<file path="src/core/asi_slot_map_ch5_to_ch7_map.vh">
// register offsets, field positions and reset values of the channel 5..7 slot map
`ifndef ASI_SLOT_MAP_CH5_TO_CH7_MAP_VH
`define ASI_SLOT_MAP_CH5_TO_CH7_MAP_VH

`define ASM_ADDR_W 8
`define ASM_DATA_W 8

`define ASM_CH5_OFFSET 8'h0f
`define ASM_CH6_OFFSET 8'h10
`define ASM_CH7_OFFSET 8'h11

`define ASM_CH5_RESET 8'h04
`define ASM_CH6_RESET 8'h05
`define ASM_CH7_RESET 8'h06

`define ASM_RSVD_BIT 7
`define ASM_LINE_BIT 6
`define ASM_SLOT_MSB 5
`define ASM_SLOT_LSB 0
`define ASM_HALF_BIT 5
`define ASM_HALF_SLOT_MSB 4

`define ASM_RSVD_VALUE 1'b0
`define ASM_LINE_PRIMARY 1'b0
`define ASM_LINE_SECONDARY 1'b1
`define ASM_READ_UNMAPPED 8'h00

`endif

</file>
<file path="src/core/slot_cfg_reg.v">
// one channel slot configuration register with its slot match decode
`timescale 1ns/100ps
`default_nettype none
`include "asi_slot_map_ch5_to_ch7_map.vh"

module slot_cfg_reg #(
  parameter [7:0] RESET_VAL = 8'h00
) (
  input wire clk_i,              // system clock
  input wire arst_n_i,           // async reset, active low
  input wire wr_en_i,            // write this register
  input wire [7:0] wr_data_i,    // write data
  input wire tdm_mode_i,         // 1 = tdm, 0 = i2s or left justified
  input wire [5:0] slot_num_i,   // current slot position
  input wire frame_half_i,       // 0 = left half, 1 = right half
  output wire [7:0] value_o,     // register contents, bit 7 reads zero
  output wire line_o,            // 0 primary line, 1 secondary line
  output wire hit_o              // channel owns the current slot
);

  reg line_q;
  reg [5:0] slot_q;
  wire tdm_hit;
  wire half_hit;

  always @(posedge clk_i or negedge arst_n_i) begin
    if (!arst_n_i) begin
      line_q <= RESET_VAL[`ASM_LINE_BIT];
      slot_q <= RESET_VAL[`ASM_SLOT_MSB:`ASM_SLOT_LSB];
    end else if (wr_en_i) begin
      line_q <= wr_data_i[`ASM_LINE_BIT];
      slot_q <= wr_data_i[`ASM_SLOT_MSB:`ASM_SLOT_LSB];
    end
  end

  // the reserved bit is never stored, so a stray write of one cannot stick
  assign value_o = {`ASM_RSVD_VALUE, line_q, slot_q};
  assign line_o = line_q;

  assign tdm_hit = (slot_q == slot_num_i);
  // in half-frame formats the top index bit picks the half, the rest the slot
  assign half_hit = (slot_q[`ASM_HALF_BIT] == frame_half_i) &&
                    (slot_q[`ASM_HALF_SLOT_MSB:0] == slot_num_i[`ASM_HALF_SLOT_MSB:0]) &&
                    (slot_num_i[`ASM_HALF_BIT] == 1'b0);
  assign hit_o = tdm_mode_i ? tdm_hit : half_hit;

endmodule

`default_nettype wire

</file>
<file path="src/core/asi_slot_map_ch5_to_ch7.v">
// slot map for recording channels 5 to 7: registers, readback and data line steering
//
// Behaviour
// - bit 7 reserved, reads zero, write zero
// - line select zero sends data to primary output
// - line select one sends data to secondary output
// - slot index is bits five down to zero
// - indices 0..31: tdm slot or left slot
// - indices 32..63: tdm slot or right slot
// - channel 5 register at 0x0f, reset 0x04
// - channel 6 register at 0x10, reset 0x05
// - channel 7 register at 0x11, reset 0x06
`timescale 1ns/100ps
`default_nettype none
`include "asi_slot_map_ch5_to_ch7_map.vh"

module asi_slot_map_ch5_to_ch7 (
  input wire REF_CLK_I,                 // 25 MHz system clock
  input wire ARST_N_I,                  // async reset, active low
  input wire [7:0] REG_ADDR_I,          // control port register offset
  input wire REG_WR_I,                  // write strobe, one cycle
  input wire REG_RD_I,                  // read strobe, one cycle
  input wire [7:0] REG_WDATA_I,         // write data
  output reg [7:0] REG_RDATA_O,         // read data, valid with REG_RVALID_O
  output reg REG_RVALID_O,              // read answer pulse
  output reg REG_ACK_O,                 // offset belonged to this block
  input wire TDM_MODE_I,                // 1 = tdm, 0 = i2s or left justified
  input wire [5:0] SLOT_NUM_I,          // current slot from framing engine
  input wire FRAME_HALF_I,              // 0 = left half-frame, 1 = right
  input wire [2:0] CH_DATA_I,           // serial bit of channels 7,6,5
  output reg PRIMARY_SERIAL_OUT_O,      // primary serial data
  output reg PRIMARY_SERIAL_OE_O,       // primary line driven
  output reg SECONDARY_SERIAL_OUT_O,    // secondary data on general pin
  output reg SECONDARY_SERIAL_OE_O,     // secondary line driven
  output reg SLOT_CONFLICT_O,           // two channels claim one slot on the same line
  output reg CHANNEL5_LINE_SELECT_O,    // channel 5 line select
  output reg [5:0] CHANNEL5_SLOT_INDEX_O, // channel 5 slot index
  output reg CHANNEL6_LINE_SELECT_O,    // channel 6 line select
  output reg [5:0] CHANNEL6_SLOT_INDEX_O, // channel 6 slot index
  output reg CHANNEL7_LINE_SELECT_O,    // channel 7 line select
  output reg [5:0] CHANNEL7_SLOT_INDEX_O  // channel 7 slot index
);

  ////////////////////////////////////////////////////////////////////////////
  // address decode

  wire sel_ch5;
  wire sel_ch6;
  wire sel_ch7;
  wire sel_any;
  wire [2:0] wr_en;

  assign sel_ch5 = (REG_ADDR_I == `ASM_CH5_OFFSET);
  assign sel_ch6 = (REG_ADDR_I == `ASM_CH6_OFFSET);
  assign sel_ch7 = (REG_ADDR_I == `ASM_CH7_OFFSET);
  assign sel_any = sel_ch5 | sel_ch6 | sel_ch7;
  assign wr_en = {3{REG_WR_I}} & {sel_ch7, sel_ch6, sel_ch5};

  ////////////////////////////////////////////////////////////////////////////
  // channel registers

  wire [7:0] ch5_value;
  wire [7:0] ch6_value;
  wire [7:0] ch7_value;
  wire [2:0] line;
  wire [2:0] hit;

  slot_cfg_reg #(
    .RESET_VAL(`ASM_CH5_RESET)
  ) u_ch5 (
    .clk_i(REF_CLK_I),
    .arst_n_i(ARST_N_I),
    .wr_en_i(wr_en[0]),
    .wr_data_i(REG_WDATA_I),
    .tdm_mode_i(TDM_MODE_I),
    .slot_num_i(SLOT_NUM_I),
    .frame_half_i(FRAME_HALF_I),
    .value_o(ch5_value),
    .line_o(line[0]),
    .hit_o(hit[0])
  );

  slot_cfg_reg #(
    .RESET_VAL(`ASM_CH6_RESET)
  ) u_ch6 (
    .clk_i(REF_CLK_I),
    .arst_n_i(ARST_N_I),
    .wr_en_i(wr_en[1]),
    .wr_data_i(REG_WDATA_I),
    .tdm_mode_i(TDM_MODE_I),
    .slot_num_i(SLOT_NUM_I),
    .frame_half_i(FRAME_HALF_I),
    .value_o(ch6_value),
    .line_o(line[1]),
    .hit_o(hit[1])
  );

  slot_cfg_reg #(
    .RESET_VAL(`ASM_CH7_RESET)
  ) u_ch7 (
    .clk_i(REF_CLK_I),
    .arst_n_i(ARST_N_I),
    .wr_en_i(wr_en[2]),
    .wr_data_i(REG_WDATA_I),
    .tdm_mode_i(TDM_MODE_I),
    .slot_num_i(SLOT_NUM_I),
    .frame_half_i(FRAME_HALF_I),
    .value_o(ch7_value),
    .line_o(line[2]),
    .hit_o(hit[2])
  );

  ////////////////////////////////////////////////////////////////////////////
  // readback

  reg [7:0] rdata_d;

  always @* begin
    case (REG_ADDR_I)
      `ASM_CH5_OFFSET: begin
        rdata_d = ch5_value;
      end
      `ASM_CH6_OFFSET: begin
        rdata_d = ch6_value;
      end
      `ASM_CH7_OFFSET: begin
        rdata_d = ch7_value;
      end
      default: begin
        rdata_d = `ASM_READ_UNMAPPED;
      end
    endcase
  end

  // a read the same cycle as a write to that offset returns the old value
  always @(posedge REF_CLK_I or negedge ARST_N_I) begin
    if (!ARST_N_I) begin
      REG_RDATA_O <= 8'h00;
      REG_RVALID_O <= 1'b0;
      REG_ACK_O <= 1'b0;
    end else begin
      REG_RVALID_O <= REG_RD_I;
      REG_ACK_O <= (REG_RD_I | REG_WR_I) & sel_any;
      if (REG_RD_I) begin
        REG_RDATA_O <= rdata_d;
      end
    end
  end

  ////////////////////////////////////////////////////////////////////////////
  // line steering

  wire [2:0] prim_hit;
  wire [2:0] sec_hit;
  reg prim_bit_d;
  reg sec_bit_d;

  assign prim_hit = hit & ~line;
  assign sec_hit = hit & line;

  // overlapping channels are a software fault; the lowest channel wins so
  // the line still carries one defined sample instead of a wired-or mix
  always @* begin
    prim_bit_d = 1'b0;
    sec_bit_d = 1'b0;
    if (prim_hit[0]) begin
      prim_bit_d = CH_DATA_I[0];
    end else if (prim_hit[1]) begin
      prim_bit_d = CH_DATA_I[1];
    end else if (prim_hit[2]) begin
      prim_bit_d = CH_DATA_I[2];
    end
    if (sec_hit[0]) begin
      sec_bit_d = CH_DATA_I[0];
    end else if (sec_hit[1]) begin
      sec_bit_d = CH_DATA_I[1];
    end else if (sec_hit[2]) begin
      sec_bit_d = CH_DATA_I[2];
    end
  end

  wire conflict_d;
  assign conflict_d = (prim_hit[0] & prim_hit[1]) | (prim_hit[0] & prim_hit[2]) |
                      (prim_hit[1] & prim_hit[2]) | (sec_hit[0] & sec_hit[1]) |
                      (sec_hit[0] & sec_hit[2]) | (sec_hit[1] & sec_hit[2]);

  always @(posedge REF_CLK_I or negedge ARST_N_I) begin
    if (!ARST_N_I) begin
      PRIMARY_SERIAL_OUT_O <= 1'b0;
      PRIMARY_SERIAL_OE_O <= 1'b0;
      SECONDARY_SERIAL_OUT_O <= 1'b0;
      SECONDARY_SERIAL_OE_O <= 1'b0;
      SLOT_CONFLICT_O <= 1'b0;
    end else begin
      PRIMARY_SERIAL_OUT_O <= prim_bit_d;
      PRIMARY_SERIAL_OE_O <= |prim_hit;
      SECONDARY_SERIAL_OUT_O <= sec_bit_d;
      SECONDARY_SERIAL_OE_O <= |sec_hit;
      SLOT_CONFLICT_O <= conflict_d;
    end
  end

  ////////////////////////////////////////////////////////////////////////////
  // configuration mirror for the framing engine

  // mirror reset values come from the register reset words, so the two cannot drift
  localparam [7:0] CH5_RST = `ASM_CH5_RESET;
  localparam [7:0] CH6_RST = `ASM_CH6_RESET;
  localparam [7:0] CH7_RST = `ASM_CH7_RESET;

  always @(posedge REF_CLK_I or negedge ARST_N_I) begin
    if (!ARST_N_I) begin
      CHANNEL5_LINE_SELECT_O <= CH5_RST[`ASM_LINE_BIT];
      CHANNEL5_SLOT_INDEX_O <= CH5_RST[`ASM_SLOT_MSB:`ASM_SLOT_LSB];
      CHANNEL6_LINE_SELECT_O <= CH6_RST[`ASM_LINE_BIT];
      CHANNEL6_SLOT_INDEX_O <= CH6_RST[`ASM_SLOT_MSB:`ASM_SLOT_LSB];
      CHANNEL7_LINE_SELECT_O <= CH7_RST[`ASM_LINE_BIT];
      CHANNEL7_SLOT_INDEX_O <= CH7_RST[`ASM_SLOT_MSB:`ASM_SLOT_LSB];
    end else begin
      CHANNEL5_LINE_SELECT_O <= ch5_value[`ASM_LINE_BIT];
      CHANNEL5_SLOT_INDEX_O <= ch5_value[`ASM_SLOT_MSB:`ASM_SLOT_LSB];
      CHANNEL6_LINE_SELECT_O <= ch6_value[`ASM_LINE_BIT];
      CHANNEL6_SLOT_INDEX_O <= ch6_value[`ASM_SLOT_MSB:`ASM_SLOT_LSB];
      CHANNEL7_LINE_SELECT_O <= ch7_value[`ASM_LINE_BIT];
      CHANNEL7_SLOT_INDEX_O <= ch7_value[`ASM_SLOT_MSB:`ASM_SLOT_LSB];
    end
  end

endmodule

`default_nettype wire

</file>
<file path="config.mk">
export PLATFORM = sky130hd
export DESIGN_NAME = asi_slot_map_ch5_to_ch7
export DESIGN_NICKNAME = d
export VERILOG_FILES = /design/src/core/slot_cfg_reg.v /design/src/core/asi_slot_map_ch5_to_ch7.v
export VERILOG_INCLUDE_DIRS = /design/src /design/src/core
export SDC_FILE = /design/constraint.sdc
export NUM_CORES = 1
export LEC_CHECK = 0
export BUFFER_PORTS_ARGS = -buffer_cell sky130_fd_sc_hd__clkbuf_2
export CAP_MARGIN = 20
export CORE_MARGIN = 1
export CORE_UTILIZATION = 40
export DETAILED_ROUTE_END_ITERATION = 8
export HOLD_SLACK_MARGIN = 0.08
export SLEW_MARGIN = 20
export SYNTH_ARGS = -nofsm -noshare
export SYNTH_HDL_FRONTEND = slang
export SYNTH_SLANG_ARGS = --single-unit
export TNS_END_PERCENT = 20
</file>
<file path="constraint.sdc">
create_clock -name REF_CLK_I -period 1.9 [get_ports REF_CLK_I]
set_clock_uncertainty 0.2 [all_clocks]
set_input_delay 0 -clock REF_CLK_I [delete_from_list [all_inputs] [get_ports REF_CLK_I]]
set_output_delay 0 -clock REF_CLK_I [all_outputs]
set_load 0.03 [all_outputs]
</file>
==> impl_results.html <==
<table>
<tr><th>Metric</th><th>Value</th></tr>
<tr><th colspan="2">Run status</th></tr>
<tr><td>Run status</td><td>finished, final reports clean</td></tr>
<tr><th colspan="2">STA</th></tr>
<tr><td>Max-slew violations</td><td>0</td></tr>
<tr><td>Setup Total Neg Slack</td><td>0 ns</td></tr>
<tr><td>Relative slew slack</td><td>between 60 and 70%</td></tr>
<tr><td>Hold Fails Final Rpt</td><td>0</td></tr>
<tr><td>Final setup violating endpoints</td><td>0</td></tr>
<tr><td>Worst Hold Slack</td><td>between 0.09 and 0.1 ns</td></tr>
<tr><td>Measured slew at the worst slew-check pin</td><td>roughly 0.58 ns</td></tr>
<tr><td>Final worst-path cycle share</td><td>between 90% and 100%</td></tr>
<tr><td>Setup repair after global routing missed its margin</td><td>true</td></tr>
<tr><td>Tmin final</td><td>1.81 ns</td></tr>
<tr><td>Fmax</td><td>0.554 GHz</td></tr>
<tr><th colspan="2">Routing</th></tr>
<tr><td>Aggregate routed wire length</td><td>5500 microns</td></tr>
<tr><td># DRC</td><td>0</td></tr>
<tr><td>Vias per inst</td><td>5.09</td></tr>
<tr><td>Vias</td><td>1,790</td></tr>
<tr><td>Post-detailed-route count of antenna-violating nets</td><td>0</td></tr>
<tr><td>Number of DRC violations after detailed-routing iteration 0</td><td>79</td></tr>
<tr><td>TritonRoute pass-1 iters</td><td>4</td></tr>
<tr><td>DR WL/cell</td><td>15.6 microns</td></tr>
<tr><th colspan="2">Worst setup path</th></tr>
<tr><td>Worst r2r src</td><td>u_ch5.slot_q[5]</td></tr>
<tr><td>Startpoint Class</td><td>flip-flop</td></tr>
<tr><td>Critical path capture point type</td><td>flip-flop</td></tr>
<tr><td>Critical Path RT</td><td>1.89 ns</td></tr>
<tr><td>Depth of the worst register-to-register path</td><td>4</td></tr>
<tr><td>Critical path type</td><td>flip-flop to flip-flop</td></tr>
<tr><td>Sequence of cells on the critical path</td><td>and3_1 -&gt; o211ai_1 -&gt; nor4_4 -&gt; or3_1</td></tr>
<tr><td>Critical Path Fanout Max</td><td>6</td></tr>
<tr><td>Arrival @ worst endpoint</td><td>1.80 ns</td></tr>
<tr><td>Worst-case register-to-register setup slack</td><td>0.09 ns</td></tr>
<tr><td>Crit path largest cell delay</td><td>0.45 ns</td></tr>
<tr><td>Worst R2R End</td><td>PRIMARY_SERIAL_OE_O</td></tr>
<tr><td>CP max-delay cell</td><td>sky130_fd_sc_hd__dfrtp_1</td></tr>
<tr><td>Launching instance or port of the critical path</td><td>u_ch5.slot_q[5]</td></tr>
<tr><th colspan="2">Pwr</th></tr>
<tr><td>Pwr dens</td><td>691 nW/um^2</td></tr>
<tr><td>Net switching power figure</td><td>586 uW</td></tr>
<tr><td>Worst voltage drop across the vdd grid</td><td>0.362 mV</td></tr>
<tr><td>Fraction of power consumed by the clock network</td><td>29.0%</td></tr>
<tr><td>Switching portion of total power</td><td>about a quarter</td></tr>
<tr><td>Internal power</td><td>1630 uW</td></tr>
<tr><td>Lkg Pwr</td><td>around 0.0015 uW</td></tr>
<tr><td>Flop pwr share</td><td>approximately 58%</td></tr>
<tr><td>Portion of total power attributed to combinational logic</td><td>a little over an eighth</td></tr>
<tr><th colspan="2">Final layout</th></tr>
<tr><td>Share of cells above drive strength 1</td><td>44.3%</td></tr>
<tr><td>Count of placed standard cells in the final layout, fillers left out</td><td>about 350</td></tr>
<tr><td>Signed area change from the synthesized netlist to the final layout</td><td>35.1%</td></tr>
<tr><td>Cell area after layout</td><td>3200 sq um</td></tr>
<tr><td>Antenna fix cells</td><td>0</td></tr>
<tr><td>Net total in the final layout</td><td>between 300 and 400</td></tr>
<tr><th colspan="2">Clocking</th></tr>
<tr><td>Register clock-pin slew on the reported worst setup and hold paths</td><td>0.10 ns</td></tr>
<tr><td>Root buffer cell</td><td>sky130_fd_sc_hd__clkbuf_8</td></tr>
<tr><td>Longest Clk Path Bufs</td><td>2</td></tr>
<tr><td>Total clock buffers created by CTS</td><td>5</td></tr>
<tr><td>CTS tree</td><td>built</td></tr>
<tr><td>Sinks on Clock Net</td><td>between 50 and 60</td></tr>
<tr><td>Clock Latency Late Sink</td><td>around 0.31 ns</td></tr>
<tr><td>H-tree levels</td><td>2</td></tr>
<tr><th colspan="2">Yosys</th></tr>
<tr><td>Post-Synthesis Cells</td><td>around 180</td></tr>
<tr><td>Flip-flop and latch count after synthesis</td><td>56</td></tr>
<tr><td>Share of synthesized area occupied by flip-flops and latches</td><td>around three fifths</td></tr>
<tr><td>Number of synthesized flops with an enable pin</td><td>0</td></tr>
<tr><td>Count of unique library cells instantiated by Yosys</td><td>38</td></tr>
<tr><td>Dominant cell by count in the synthesized netlist</td><td>sky130_fd_sc_hd__dfrtp_1</td></tr>
<tr><td>Mean post-synth cell area</td><td>about 13 sq um</td></tr>
<tr><td>Warning count from the yosys run</td><td>0</td></tr>
<tr><td>Post-synth top area share</td><td>between 40% and 50%</td></tr>
<tr><td>Main synth FF type</td><td>sky130_fd_sc_hd__dfrtp_1</td></tr>
<tr><td>Cell types with the largest area share after synthesis</td><td>sky130_fd_sc_hd__dfrtp_1 (49%), sky130_fd_sc_hd__dfstp_2 (11%), sky130_fd_sc_hd__mux2_2 (9.5%), sky130_fd_sc_hd__xnor2_1 (7.4%), sky130_fd_sc_hd__a22o_1 (2.6%)</td></tr>
<tr><td>Synth area leader</td><td>sky130_fd_sc_hd__dfrtp_1</td></tr>
<tr><td>Post-synthesis async set-or-reset flop share</td><td>between 90% and 100%</td></tr>
<tr><td>Netlist area before placement</td><td>2370 sq um</td></tr>
<tr><td>Commonest cells post-synth</td><td>sky130_fd_sc_hd__dfrtp_1 (46), sky130_fd_sc_hd__mux2_2 (20), sky130_fd_sc_hd__xnor2_1 (20), sky130_fd_sc_hd__dfstp_2 (10)</td></tr>
<tr><td>Net count after synthesis</td><td>207</td></tr>
<tr><th colspan="2">Floorplan</th></tr>
<tr><td>Die height</td><td>79.0 microns</td></tr>
<tr><td>Effective utilization at floorplan</td><td>42.3%</td></tr>
<tr><td>Horiz. Die Dim</td><td>~80 microns</td></tr>
<tr><td>Number of rows created at floorplan</td><td>27</td></tr>
<tr><td>Die area</td><td>6240 sq um</td></tr>
<tr><td>Number of top-level pins</td><td>67</td></tr>
<tr><td>Core Area</td><td>~5600 sq um</td></tr>
<tr><th colspan="2">Hold path</th></tr>
<tr><td>Min-delay worst type</td><td>input pin to flip-flop</td></tr>
<tr><td>Number of cells on the worst hold path</td><td>4</td></tr>
<tr><td>Beginning of the worst hold path</td><td>REG_ADDR_I[4]</td></tr>
<tr><td>Hold EP</td><td>u_ch5.line_o</td></tr>
<tr><th colspan="2">Place</th></tr>
<tr><td>Post-DP HPWL</td><td>3770 microns</td></tr>
<tr><td>Placed Instances</td><td>318</td></tr>
<tr><td>Cell area reported after detailed placement</td><td>2850 sq um</td></tr>
<tr><td>Count of port buffers added during placement</td><td>64</td></tr>
<tr><td>Global placement routability congestion</td><td>0.780</td></tr>
<tr><th colspan="2">Global route</th></tr>
<tr><td>Total global routing overflow</td><td>0</td></tr>
<tr><td>Pin count of the biggest net entering global routing</td><td>57</td></tr>
<tr><td>Via count of the first global-routing pass</td><td>between 1,500 and 2,000</td></tr>
<tr><td>Global-route usage over all layers</td><td>18.6%</td></tr>
<tr><td>First-pass GRT wire length</td><td>8860 microns</td></tr>
<tr><td>Antenna violations before repair</td><td>0</td></tr>
<tr><th colspan="2">Job</th></tr>
<tr><td>Max-Cap Viols</td><td>0</td></tr>
</table>
[registers in the layout, summed over array words and instances (netlist names), 6 cells and up]
name,count
u_ch7.slot_q,6
u_ch6.slot_q,6
REG_RDATA_O,7
CHANNEL7_SLOT_INDEX_O,6
CHANNEL5_SLOT_INDEX_O,6
CHANNEL6_SLOT_INDEX_O,6
u_ch5.slot_q,6
[layout make-up]
class	count	area, sq um
multi-input combinational	108	922
clock buffer	5	68.8
sequential	56	1410
clock inverter	3	18.8
timing repair buffer	100	661
inverter	8	30.0
fill	504	2400
tap	72	90.1
[metrics by stage]
step,worst slack (ns),power (uW),util (%)
5_1_grt,-0.0116,2300,57.1
3_5_place_dp,0.102,1560,50.8
4_1_cts,0.00430,2240,56.4
2_1_floorplan,0.201,1430,-
3_3_place_gp,0.134,1560,50.8
6_report,0.0937,2210,57.1
[power groups by stage]
stage                     Combinational (uW)  Sequential, uW  Clock [uW]
after floorplan                         88.0            1350           0
after global placement                   256            1300           0
after detailed placement                 258            1300           0
after CTS                                291            1280         664
after global routing                     315            1290         698
final                                    291            1280         641
[worst max-delay path, delay by kind of cell (launching register included)]
family           cells  cell delay [ns]
AND/OR/NAND/NOR      3             0.65
flip-flops           1             0.45
AO/OA/AOI/OAI        1             0.39
[timing repair]
| item | 4_1_cts | 5_1_grt |
|---|---|---|
| hold buffers | 23 | 0 |
| buffers inserted | 0 | 3 |
| endpoints found under the setup margin | 0 | 3 |
| endpoints found under the hold margin | 88 | 0 |
| resized for setup | 0 | 2 |
[layout by cell type (no fill, tap or decap), types with 5 or more instances in the layout]
cell                            instances
sky130_fd_sc_hd__a21oi_1                5
sky130_fd_sc_hd__a22o_1                 7
sky130_fd_sc_hd__a22oi_1                8
sky130_fd_sc_hd__buf_4                 12
sky130_fd_sc_hd__clkbuf_2              64
sky130_fd_sc_hd__clkbuf_8               5
sky130_fd_sc_hd__dfrtp_1               46
sky130_fd_sc_hd__dfstp_2               10
sky130_fd_sc_hd__dlygate4sd3_1         23
sky130_fd_sc_hd__inv_1                  8
sky130_fd_sc_hd__mux2_2                20
sky130_fd_sc_hd__nand2_1                5
sky130_fd_sc_hd__o22ai_1                7
sky130_fd_sc_hd__xnor2_1               20
[layer usage]
layer	up-vias	routed length (microns)	track usage, %
li1	842	-	-
met1	882	2500	24.9
met2	58	2630	30.8
met3	8	306	3.56
met4	0	70	4.91
met5	-	0	0
[kinds of logic (layout without fill, tap and decap cells)]
logic type | count (synthesis) | count (layout) | share of synthesized area [%]
and+or+nand+nor | 32 | 32 | 10.7
buffers and inverters | 12 | 116 | 2.27
AOI/OAI and AO/OA | 35 | 35 | 10.4
muxes | 20 | 20 | 9.49
other | 1 | 1 | 0.158
xor gates and xnor gates | 20 | 20 | 7.38
DFF | 56 | 56 | 59.6
[worst max-delay path by stage]
| stage | to | slack (ns) | cells past startpoint |
|---|---|---|---|
| 6_report | PRIMARY_SERIAL_OE_O | 0.09 | 4 |
| 5_1_grt | PRIMARY_SERIAL_OE_O | -0.01 | 4 |
| 4_1_cts | u_ch6.line_o | 0.004 | 6 |
| 3_5_place_dp | SECONDARY_SERIAL_OUT_O | 0.10 | 5 |
| 3_3_place_gp | PRIMARY_SERIAL_OUT_O | 0.13 | 5 |
| 2_1_floorplan | SECONDARY_SERIAL_OUT_O | 0.20 | 5 |
Note: power is estimated with default switching activity, not from simulation.
